`config.mk`:
```
export PLATFORM = sky130hd
export DESIGN_NAME = srx_cfg_regs
export DESIGN_NICKNAME = d
export VERILOG_FILES = /design/src/common/srx_pkg.sv /design/src/hw/srx_reg8.sv /design/src/hw/srx_cfg_regs.sv
export SDC_FILE = /design/constraint.sdc
export NUM_CORES = 1
export LEC_CHECK = 0
export BUFFER_PORTS_ARGS = -buffer_cell sky130_fd_sc_hd__buf_2
export CAP_MARGIN = 40
export CORE_ASPECT_RATIO = 1.1
export CORE_MARGIN = 4
export CORE_UTILIZATION = 45
export CTS_CLUSTER_SIZE = 24
export DETAILED_ROUTE_END_ITERATION = 6
export PLACE_DENSITY = 0.76
export SYNTH_ARGS = -nofsm -noshare
export SYNTH_HDL_FRONTEND = slang
export SYNTH_HIERARCHICAL = 1
export SYNTH_SLANG_ARGS = --single-unit
```
`constraint.sdc`:
```
create_clock -name sys_clk_i -period 4.5 [get_ports sys_clk_i]
set_clock_uncertainty 0.1 [all_clocks]
set_input_delay 0.675 -clock sys_clk_i [delete_from_list [all_inputs] [get_ports sys_clk_i]]
set_output_delay 0.675 -clock sys_clk_i [all_outputs]
set_load 0.02 [all_outputs]
```
`src/common/srx_pkg.sv`:
```
// srx_pkg: register map, field layout and reset values of the receiver and
// oscillator configuration bank. assumes a byte-wide serial configuration port.
package srx_pkg;

  // ----------------------------------------------------------------------
  // register offsets
  // ----------------------------------------------------------------------
  localparam logic [9:0] OFS_VARACTOR  = 10'h1b5;
  localparam logic [9:0] OFS_AMPLITUDE = 10'h1b6;
  localparam logic [9:0] OFS_BIAS      = 10'h1bb;
  localparam logic [9:0] OFS_CAL_TC    = 10'h1bd;
  localparam logic [9:0] OFS_PLL_FIX   = 10'h1c4;
  localparam logic [9:0] OFS_RECEIVER_MASTER_POWERDOWN = 10'h200;
  localparam logic [9:0] OFS_LANE_PHY_POWERDOWN    = 10'h201;
  localparam logic [9:0] OFS_SYNC_PD   = 10'h203;
  localparam logic [9:0] OFS_CDR_RST   = 10'h206;
  localparam logic [9:0] OFS_CDR_MODE  = 10'h230;
  localparam logic [9:0] OFS_LINK_FIX  = 10'h232;
  localparam logic [9:0] OFS_EQ_BIAS   = 10'h268;

  // ----------------------------------------------------------------------
  // writable-bit masks (zero bits are read-only reserved)
  // ----------------------------------------------------------------------
  localparam logic [7:0] MSK_BIAS     = 8'h1f;
  localparam logic [7:0] MSK_CAL_TC   = 8'h07;
  localparam logic [7:0] MSK_MASTER   = 8'h01;
  localparam logic [7:0] MSK_SYNC     = 8'h03;
  localparam logic [7:0] MSK_CDR_RST  = 8'h01;
  localparam logic [7:0] MSK_CDR_MODE = 8'h3e;
  localparam logic [7:0] MSK_FULL     = 8'hff;

  // ----------------------------------------------------------------------
  // reset values
  // ----------------------------------------------------------------------
  localparam logic [7:0] RST_VARACTOR  = 8'h83;
  localparam logic [7:0] RST_AMPLITUDE = 8'h4a;
  localparam logic [7:0] RST_BIAS      = 8'h0c;
  localparam logic [7:0] RST_CAL_TC    = 8'h00;
  localparam logic [7:0] RST_PLL_FIX   = 8'h33;
  localparam logic [7:0] RST_RECEIVER_MASTER_POWERDOWN = 8'h01;
  localparam logic [7:0] RST_LANE_PHY_POWERDOWN    = 8'h00;
  localparam logic [7:0] RST_SYNC_PD   = 8'h00;
  localparam logic [7:0] RST_CDR_RST   = 8'h01;
  localparam logic [7:0] RST_CDR_MODE  = 8'h28;
  localparam logic [7:0] RST_LINK_FIX  = 8'h00;
  localparam logic [7:0] RST_EQ_BIAS   = 8'h62;

  // ----------------------------------------------------------------------
  // field positions
  // ----------------------------------------------------------------------
  localparam int BIT_SYNC0_PD   = 1;
  localparam int BIT_SYNC1_PD   = 0;
  localparam int BIT_HALF_RATE  = 5;
  localparam int BIT_OVERSAMPLE = 1;
  localparam int EQ_MSB         = 7;
  localparam int EQ_LSB         = 6;

  typedef enum logic [1:0] {
    SRX_EQ_NORMAL = 2'h0,
    SRX_EQ_LOW    = 2'h1
  } srx_eq_e;

  // configuration request from the serial port front end
  typedef struct packed {
    logic       wr;
    logic       rd;
    logic [9:0] addr;
    logic [7:0] wdata;
  } srx_req_s;

  // analog control outputs
  typedef struct packed {
    logic [3:0] oscillator_varactor_setting;
    logic [3:0] oscillator_amplitude;
    logic [1:0] oscillator_bias_tempco;
    logic [2:0] oscillator_bias_level;
    logic [2:0] band_cal_reference_tempco;
    logic [7:0] pll_fixed_setup;
    logic       receiver_analog_powerdown;
    logic [7:0] per_lane_phy_powerdown;
    logic       sync_out0_buffer_powerdown;
    logic       sync_out1_buffer_powerdown;
    logic       clock_recovery_reset_n;
    logic       half_rate_recovery_enable;
    logic       input_oversample_enable;
    logic [7:0] link_fixed_setup;
    srx_eq_e    equalizer_power_select;
  } srx_ctl_s;

endpackage

```
`src/hw/srx_reg8.sv`:
```
// srx_reg8: one byte-wide configuration register with a writable-bit mask.
// assumes writes arrive as a one-cycle strobe on sys_clk_i.
`timescale 1ns/10ps
module srx_reg8 #(
  parameter logic [7:0] RST_VAL = 8'h00,
  parameter logic [7:0] WR_MASK = 8'hff
) (
  // clock and reset
  input  wire logic       sys_clk_i,
  input  wire logic       rst_i,
  // write side
  input  wire logic       we_i,
  input  wire logic [7:0] wdata_i,
  // stored value
  output logic      [7:0] value_o
);

  typedef struct packed {
    logic [7:0] val;
  } srx_reg8_state_s;

  srx_reg8_state_s state_q;
  srx_reg8_state_s state_d;

  // read-only bits keep their reset value, so writes to them never land
  always_comb
  begin
    state_d = state_q;
    if (we_i)
    begin
      state_d.val = (wdata_i & WR_MASK) | (state_q.val & ~WR_MASK);
    end
  end

  always_ff @(posedge sys_clk_i or posedge rst_i)
  begin
    if (rst_i)
    begin
      state_q.val <= RST_VAL;
    end
    else
    begin
      state_q <= state_d;
    end
  end

  assign value_o = state_q.val;

endmodule

```
`src/hw/srx_cfg_regs.sv`:
```
// srx_cfg_regs: oscillator tuning and receiver front-end configuration bank.
// assumes a serial port front end delivering byte requests on sys_clk_i.
`timescale 1ns/10ps
module srx_cfg_regs
  import srx_pkg::*;
(
  // clock and reset
  input  wire logic       sys_clk_i,
  input  wire logic       rst_i,
  // configuration port
  input  srx_req_s        req_i,
  output logic      [7:0] rdata_o,
  output logic            rvalid_o,
  // analog controls
  output srx_ctl_s        ctl_o
);

  // ----------------------------------------------------------------------
  // register array
  // ----------------------------------------------------------------------
  localparam int NREG = 12;
  localparam logic [NREG*10-1:0] OFS_TAB = {
    OFS_EQ_BIAS, OFS_LINK_FIX, OFS_CDR_MODE, OFS_CDR_RST, OFS_SYNC_PD, OFS_LANE_PHY_POWERDOWN,
    OFS_RECEIVER_MASTER_POWERDOWN, OFS_PLL_FIX, OFS_CAL_TC, OFS_BIAS, OFS_AMPLITUDE, OFS_VARACTOR};
  localparam logic [NREG*8-1:0] RST_TAB = {
    RST_EQ_BIAS, RST_LINK_FIX, RST_CDR_MODE, RST_CDR_RST, RST_SYNC_PD, RST_LANE_PHY_POWERDOWN,
    RST_RECEIVER_MASTER_POWERDOWN, RST_PLL_FIX, RST_CAL_TC, RST_BIAS, RST_AMPLITUDE, RST_VARACTOR};
  // reserved fields marked read-write keep full masks: software owns them
  localparam logic [NREG*8-1:0] MSK_TAB = {
    MSK_FULL, MSK_FULL, MSK_CDR_MODE, MSK_CDR_RST, MSK_SYNC, MSK_FULL,
    MSK_MASTER, MSK_FULL, MSK_CAL_TC, MSK_BIAS, MSK_FULL, MSK_FULL};

  logic [7:0] regs [NREG];
  logic [NREG-1:0] hit;

  for (genvar g = 0; g < NREG; g++)
  begin : g_reg
    assign hit[g] = (req_i.addr == OFS_TAB[g*10 +: 10]);
    srx_reg8 #(
      .RST_VAL (RST_TAB[g*8 +: 8]),
      .WR_MASK (MSK_TAB[g*8 +: 8])
    ) u_reg (
      .sys_clk_i (sys_clk_i),
      .rst_i     (rst_i),
      .we_i      (req_i.wr & hit[g]),
      .wdata_i   (req_i.wdata),
      .value_o   (regs[g])
    );
  end

  // ----------------------------------------------------------------------
  // read path and control outputs
  // ----------------------------------------------------------------------
  typedef struct packed {
    logic [7:0] rdata;
    logic       rvalid;
    srx_ctl_s   ctl;
  } srx_state_s;

  srx_state_s state_q;
  srx_state_s state_d;
  logic [7:0] rd_mux;

  // unmapped addresses read as zero
  always_comb
  begin
    rd_mux = 8'h00;
    for (int i = 0; i < NREG; i++)
    begin
      if (hit[i])
      begin
        rd_mux = regs[i];
      end
    end
  end

  always_comb
  begin
    state_d        = state_q;
    state_d.rvalid = req_i.rd;
    if (req_i.rd)
    begin
      state_d.rdata = rd_mux;
    end
    state_d.ctl.oscillator_varactor_setting = regs[0][3:0];
    state_d.ctl.oscillator_amplitude        = regs[1][3:0];
    state_d.ctl.oscillator_bias_tempco      = regs[2][4:3];
    state_d.ctl.oscillator_bias_level       = regs[2][2:0];
    state_d.ctl.band_cal_reference_tempco   = regs[3][2:0];
    state_d.ctl.pll_fixed_setup             = regs[4];
    state_d.ctl.receiver_analog_powerdown   = regs[5][0];
    state_d.ctl.per_lane_phy_powerdown      = regs[6];
    state_d.ctl.sync_out0_buffer_powerdown  = regs[7][BIT_SYNC0_PD];
    state_d.ctl.sync_out1_buffer_powerdown  = regs[7][BIT_SYNC1_PD];
    state_d.ctl.clock_recovery_reset_n      = regs[8][0];
    state_d.ctl.half_rate_recovery_enable   = regs[9][BIT_HALF_RATE];
    state_d.ctl.input_oversample_enable     = regs[9][BIT_OVERSAMPLE];
    state_d.ctl.link_fixed_setup            = regs[10];
    state_d.ctl.equalizer_power_select      = srx_eq_e'(regs[11][EQ_MSB:EQ_LSB]);
  end

  // outputs mirror the registers one cycle late; reset values match the bank
  always_ff @(posedge sys_clk_i or posedge rst_i)
  begin
    if (rst_i)
    begin
      state_q.rdata                           <= 8'h00;
      state_q.rvalid                          <= 1'b0;
      state_q.ctl.oscillator_varactor_setting <= RST_VARACTOR[3:0];
      state_q.ctl.oscillator_amplitude        <= RST_AMPLITUDE[3:0];
      state_q.ctl.oscillator_bias_tempco      <= RST_BIAS[4:3];
      state_q.ctl.oscillator_bias_level       <= RST_BIAS[2:0];
      state_q.ctl.band_cal_reference_tempco   <= RST_CAL_TC[2:0];
      state_q.ctl.pll_fixed_setup             <= RST_PLL_FIX;
      state_q.ctl.receiver_analog_powerdown   <= RST_RECEIVER_MASTER_POWERDOWN[0];
      state_q.ctl.per_lane_phy_powerdown      <= RST_LANE_PHY_POWERDOWN;
      state_q.ctl.sync_out0_buffer_powerdown  <= RST_SYNC_PD[BIT_SYNC0_PD];
      state_q.ctl.sync_out1_buffer_powerdown  <= RST_SYNC_PD[BIT_SYNC1_PD];
      state_q.ctl.clock_recovery_reset_n      <= RST_CDR_RST[0];
      state_q.ctl.half_rate_recovery_enable   <= RST_CDR_MODE[BIT_HALF_RATE];
      state_q.ctl.input_oversample_enable     <= RST_CDR_MODE[BIT_OVERSAMPLE];
      state_q.ctl.link_fixed_setup            <= RST_LINK_FIX;
      state_q.ctl.equalizer_power_select      <= SRX_EQ_LOW;
    end
    else
    begin
      state_q <= state_d;
    end
  end

  assign rdata_o  = state_q.rdata;
  assign rvalid_o = state_q.rvalid;
  assign ctl_o    = state_q.ctl;

  // ----------------------------------------------------------------------
  // checks
  // ----------------------------------------------------------------------
  property p_receiver_master_powerdown;
    @(posedge sys_clk_i) disable iff (rst_i)
    (req_i.wr && req_i.addr == OFS_RECEIVER_MASTER_POWERDOWN)
      |=> ##1 (ctl_o.receiver_analog_powerdown == $past(req_i.wdata[0], 2));
  endproperty
  a_receiver_master_powerdown : assert property (p_receiver_master_powerdown) else $error("master power-down wrong");

  property p_lane_phy_powerdown;
    @(posedge sys_clk_i) disable iff (rst_i)
    (req_i.wr && req_i.addr == OFS_LANE_PHY_POWERDOWN)
      |-> ##2 (ctl_o.per_lane_phy_powerdown == $past(req_i.wdata, 2));
  endproperty
  a_lane_phy_powerdown : assert property (p_lane_phy_powerdown) else $error("lane power-down wrong");

  property p_sync_pd;
    @(posedge sys_clk_i) disable iff (rst_i)
    (req_i.wr && req_i.addr == OFS_SYNC_PD)
      |-> ##2 (ctl_o.sync_out0_buffer_powerdown == $past(req_i.wdata[1], 2)
               && ctl_o.sync_out1_buffer_powerdown == $past(req_i.wdata[0], 2));
  endproperty
  a_sync_pd : assert property (p_sync_pd) else $error("sync buffer power-down wrong");

  property p_cdr_rst;
    @(posedge sys_clk_i) disable iff (rst_i)
    (req_i.wr && req_i.addr == OFS_CDR_RST && !req_i.wdata[0])
      |-> ##2 !ctl_o.clock_recovery_reset_n;
  endproperty
  a_cdr_rst : assert property (p_cdr_rst) else $error("recovery reset not held");

  property p_eq_sel;
    @(posedge sys_clk_i) disable iff (rst_i)
    (req_i.wr && req_i.addr == OFS_EQ_BIAS)
      |-> ##2 (ctl_o.equalizer_power_select == $past(req_i.wdata[7:6], 2));
  endproperty
  a_eq_sel : assert property (p_eq_sel) else $error("equalizer select wrong");

  property p_varactor;
    @(posedge sys_clk_i) disable iff (rst_i)
    (req_i.wr && req_i.addr == OFS_VARACTOR)
      |-> ##2 (ctl_o.oscillator_varactor_setting == $past(req_i.wdata[3:0], 2));
  endproperty
  a_varactor : assert property (p_varactor) else $error("varactor setting wrong");

  property p_amplitude;
    @(posedge sys_clk_i) disable iff (rst_i)
    (req_i.wr && req_i.addr == OFS_AMPLITUDE)
      |-> ##2 (ctl_o.oscillator_amplitude == $past(req_i.wdata[3:0], 2));
  endproperty
  a_amplitude : assert property (p_amplitude) else $error("amplitude wrong");

  property p_bias;
    @(posedge sys_clk_i) disable iff (rst_i)
    (req_i.wr && req_i.addr == OFS_BIAS)
      |-> ##2 ({ctl_o.oscillator_bias_tempco, ctl_o.oscillator_bias_level}
               == $past(req_i.wdata[4:0], 2));
  endproperty
  a_bias : assert property (p_bias) else $error("bias fields wrong");

  property p_cal_tc;
    @(posedge sys_clk_i) disable iff (rst_i)
    (req_i.wr && req_i.addr == OFS_CAL_TC)
      |-> ##2 (ctl_o.band_cal_reference_tempco == $past(req_i.wdata[2:0], 2));
  endproperty
  a_cal_tc : assert property (p_cal_tc) else $error("cal tempco wrong");

  property p_ro_zero;
    @(posedge sys_clk_i) disable iff (rst_i)
    (req_i.rd && !req_i.wr && req_i.addr == OFS_RECEIVER_MASTER_POWERDOWN) |=> (rdata_o[7:1] == 7'h00);
  endproperty
  a_ro_zero : assert property (p_ro_zero) else $error("reserved bits not zero");

endmodule

```
==> run summary <==
clk_lat worst skew = 0.41 ns
core area = 12200 um^2
via/cell ratio = 5.49
switch share = 0.226
die width = 115 um
Area growth syn-to-layout = 17.2%
number of distinct library cells after synthesis = 53
setup violators final = 0
post-route insts no fill = 681
Register Area = 3090 um^2
PortBufs = 78
sequential share of power = 0.418
drt total wl = 13900 um
share of cells above drive strength 1 = 0.427
area of the multi-input gates = 2270 um^2
# rows = 42
drt drc = 0
Mean Syn Cell Area = 12.9 um^2
filler cell count = 1030
post-route cell area = 6670 um^2
H-Tree Level Count = 4
worst hold slack = 0.208 ns
clock tree root driver cell = clkbuf_16
hpwl dp = 9980 um
Clk pin slew, worst setup/hold paths = 0.05 ns
placed cells = 649
max-slew violations = 0
CP Class = input port to register
antenna viol nets, final = 0
max_slew headroom = 0.382
Synth Flop Type = dfrtp_1
Max Fanout on Critical Path = 9
Tot GR Track Use = 0.200
Net count, final = 536
fmax = 332 MHz
Yosys Warn Count = 6
commonest non-fill, non-tap cell in the layout = dfrtp_1
DIE AREA = 14500 um^2
CTS tree = built
Synth async-reset ratio = 1.00
Worst setup SP type = input port
Die Height = 126 um
Num CTS Buffers = 17
first-pass GRT wire length = 21800 um
Total Neg Setup Slack = 0 ns
switching power = 0.000614 W
Post-synth EDFFs = 0
post_cts resized = 0
power share of the combinational group = 0.058
final worst path period share = 0.670
clock group share of total power = 0.524
grt ovf = 0
Detailed Route Iter0 Violations = 272
total of max-cap violations = 0
worst vdd ir = 0.000232 V
Lkg Pwr = 3.22 nW
TritonCTS sink count = 122
minimum clock period = 3.01 ns
power density over the cells = 407 nW/um^2
total power draw = 0.00272 W
arrival time worst endpoint = 3.21 ns
synthesized area = 5700 um^2
CTS max path bufs = 2
post-placement cell area = 6050 um^2
outcome = finished clean
Setup Buffers After CTS = 0
worst path required time = 4.69 ns
Worst Hold Class = input port to async pin
WL/cell = 20.4 um
cells after synthesis = 441
antenna fix cells = 0
1st-pass router iterations = 6
Register-to-Register Path Depth = 4
number of hold buffers added after cts = 0
initial core utilization = 0.467
CP endpoint kind = register
Final Hold Viols = 0
unrepaired setup endpoints after global routing = false
DR vias = 3736
register area share after synthesis = 0.543
routability cong. = 0.926
vias in the first global route = 3801
Worst-Margin Slew = 0.924 ns
largest net degree at the start of global routing = 36
Int Pwr = 0.00210 W
most frequent cells in the layout = dfrtp_1, buf_2, mux2_4, dfstp_2, conb_1
#FFs+latches synth = 122
num ports = 79
initial antenna violation count = 0
final timing paths:
kind	startpoint	to	slack [ns]
max	req_i[16]	g_reg[6].u_reg/value_o[5]$_DFFE_PP0P_	1.49
min reg2reg	g_reg[0].u_reg/value_o[1]$_DFFE_PP1P_	ctl_o[45]$_DFF_PP1_	0.28
max reg2reg	g_reg[1].u_reg/value_o[0]$_DFFE_PP0P_	rdata_o[0]$_DFFE_PP0P_	2.91
max in group asynchronous	rst_i	ctl_o[25]$_DFF_PP1_	2.93
min in group sys_clk_i	g_reg[0].u_reg/value_o[1]$_DFFE_PP1P_	ctl_o[45]$_DFF_PP1_	0.28
min	rst_i	g_reg[7].u_reg/value_o[1]$_DFFE_PP0P_	0.21
synth_stat cells (8+ instances only):
cell type,number,share of area
dfrtp_1,89,0.39
mux2_4,50,0.13
dfstp_2,33,0.15
buf_4,31,0.041
nor2_1,28,0.018
inv_1,17,0.011
mux2_2,15,0.030
nand2_1,13,0.0086
nand2b_1,12,0.013
clkbuf_1,11,0.0072
a32oi_1,10,0.015
o21ai_0,9,0.0079
mux2i_1,8,0.014
metal layers:
| metal | vias up | track usage | share of wire |
|---|---|---|---|
| li1 | 1666 | - | - |
| met1 | 1898 | 0.256 | 0.42 |
| met2 | 143 | 0.319 | 0.50 |
| met3 | 29 | 0.0509 | 0.052 |
| met4 | 0 | 0.0884 | 0.028 |
| met5 | - | 0 | 0 |
critical path, cell delays in order:
cell,delay (ns)
buf_2,0.11
or4b_1,0.74
or4_1,0.60
nor2_1,0.73
mux2_4,0.35
power by group through the flow:
stage          logic, W  registers, W  clock network (W)
2_1_floorplan  0.000101       0.00116                  0
4_1_cts        0.000158       0.00114            0.00144
3_5_place_dp   0.000157       0.00115                  0
3_3_place_gp   0.000153       0.00115                  0
5_1_grt        0.000172       0.00114            0.00151
6_report       0.000157       0.00114            0.00143
cell families (layout without fill, tap and decap cells):
family / after synthesis / in the layout / share of synthesized area
buf+inv: 71 / 132 / 0.0758
other cells: 6 / 31 / 0.00395
flops: 122 / 122 / 0.543
simple gates: 92 / 92 / 0.0920
compound gates: 77 / 77 / 0.109
mux: 73 / 73 / 0.176
area by class of cell:
cell class,count,area share
inverters,17,0.00956
clock inverters,13,0.0289
flip-flops and latches,122,0.464
clock buffers,19,0.0649
repair buffers,83,0.0641
well taps,154,0.0289
multi-input cells,273,0.340
metrics by stage:
stage | util | worst slack (ns)
after floorplan | - | 1.83
after global placement | 0.496 | 1.15
after detailed placement | 0.496 | 1.11
after CTS | 0.547 | 1.54
after global routing | 0.547 | 1.44
final | 0.547 | 1.49
state kept, by name, summed over array words and instances, names as in the netlist:
name and count:
rdata_o 8, g.u_reg/value_o 65, rvalid_o 1, ctl_o 48
Note: power is estimated with default switching activity, not from simulation.
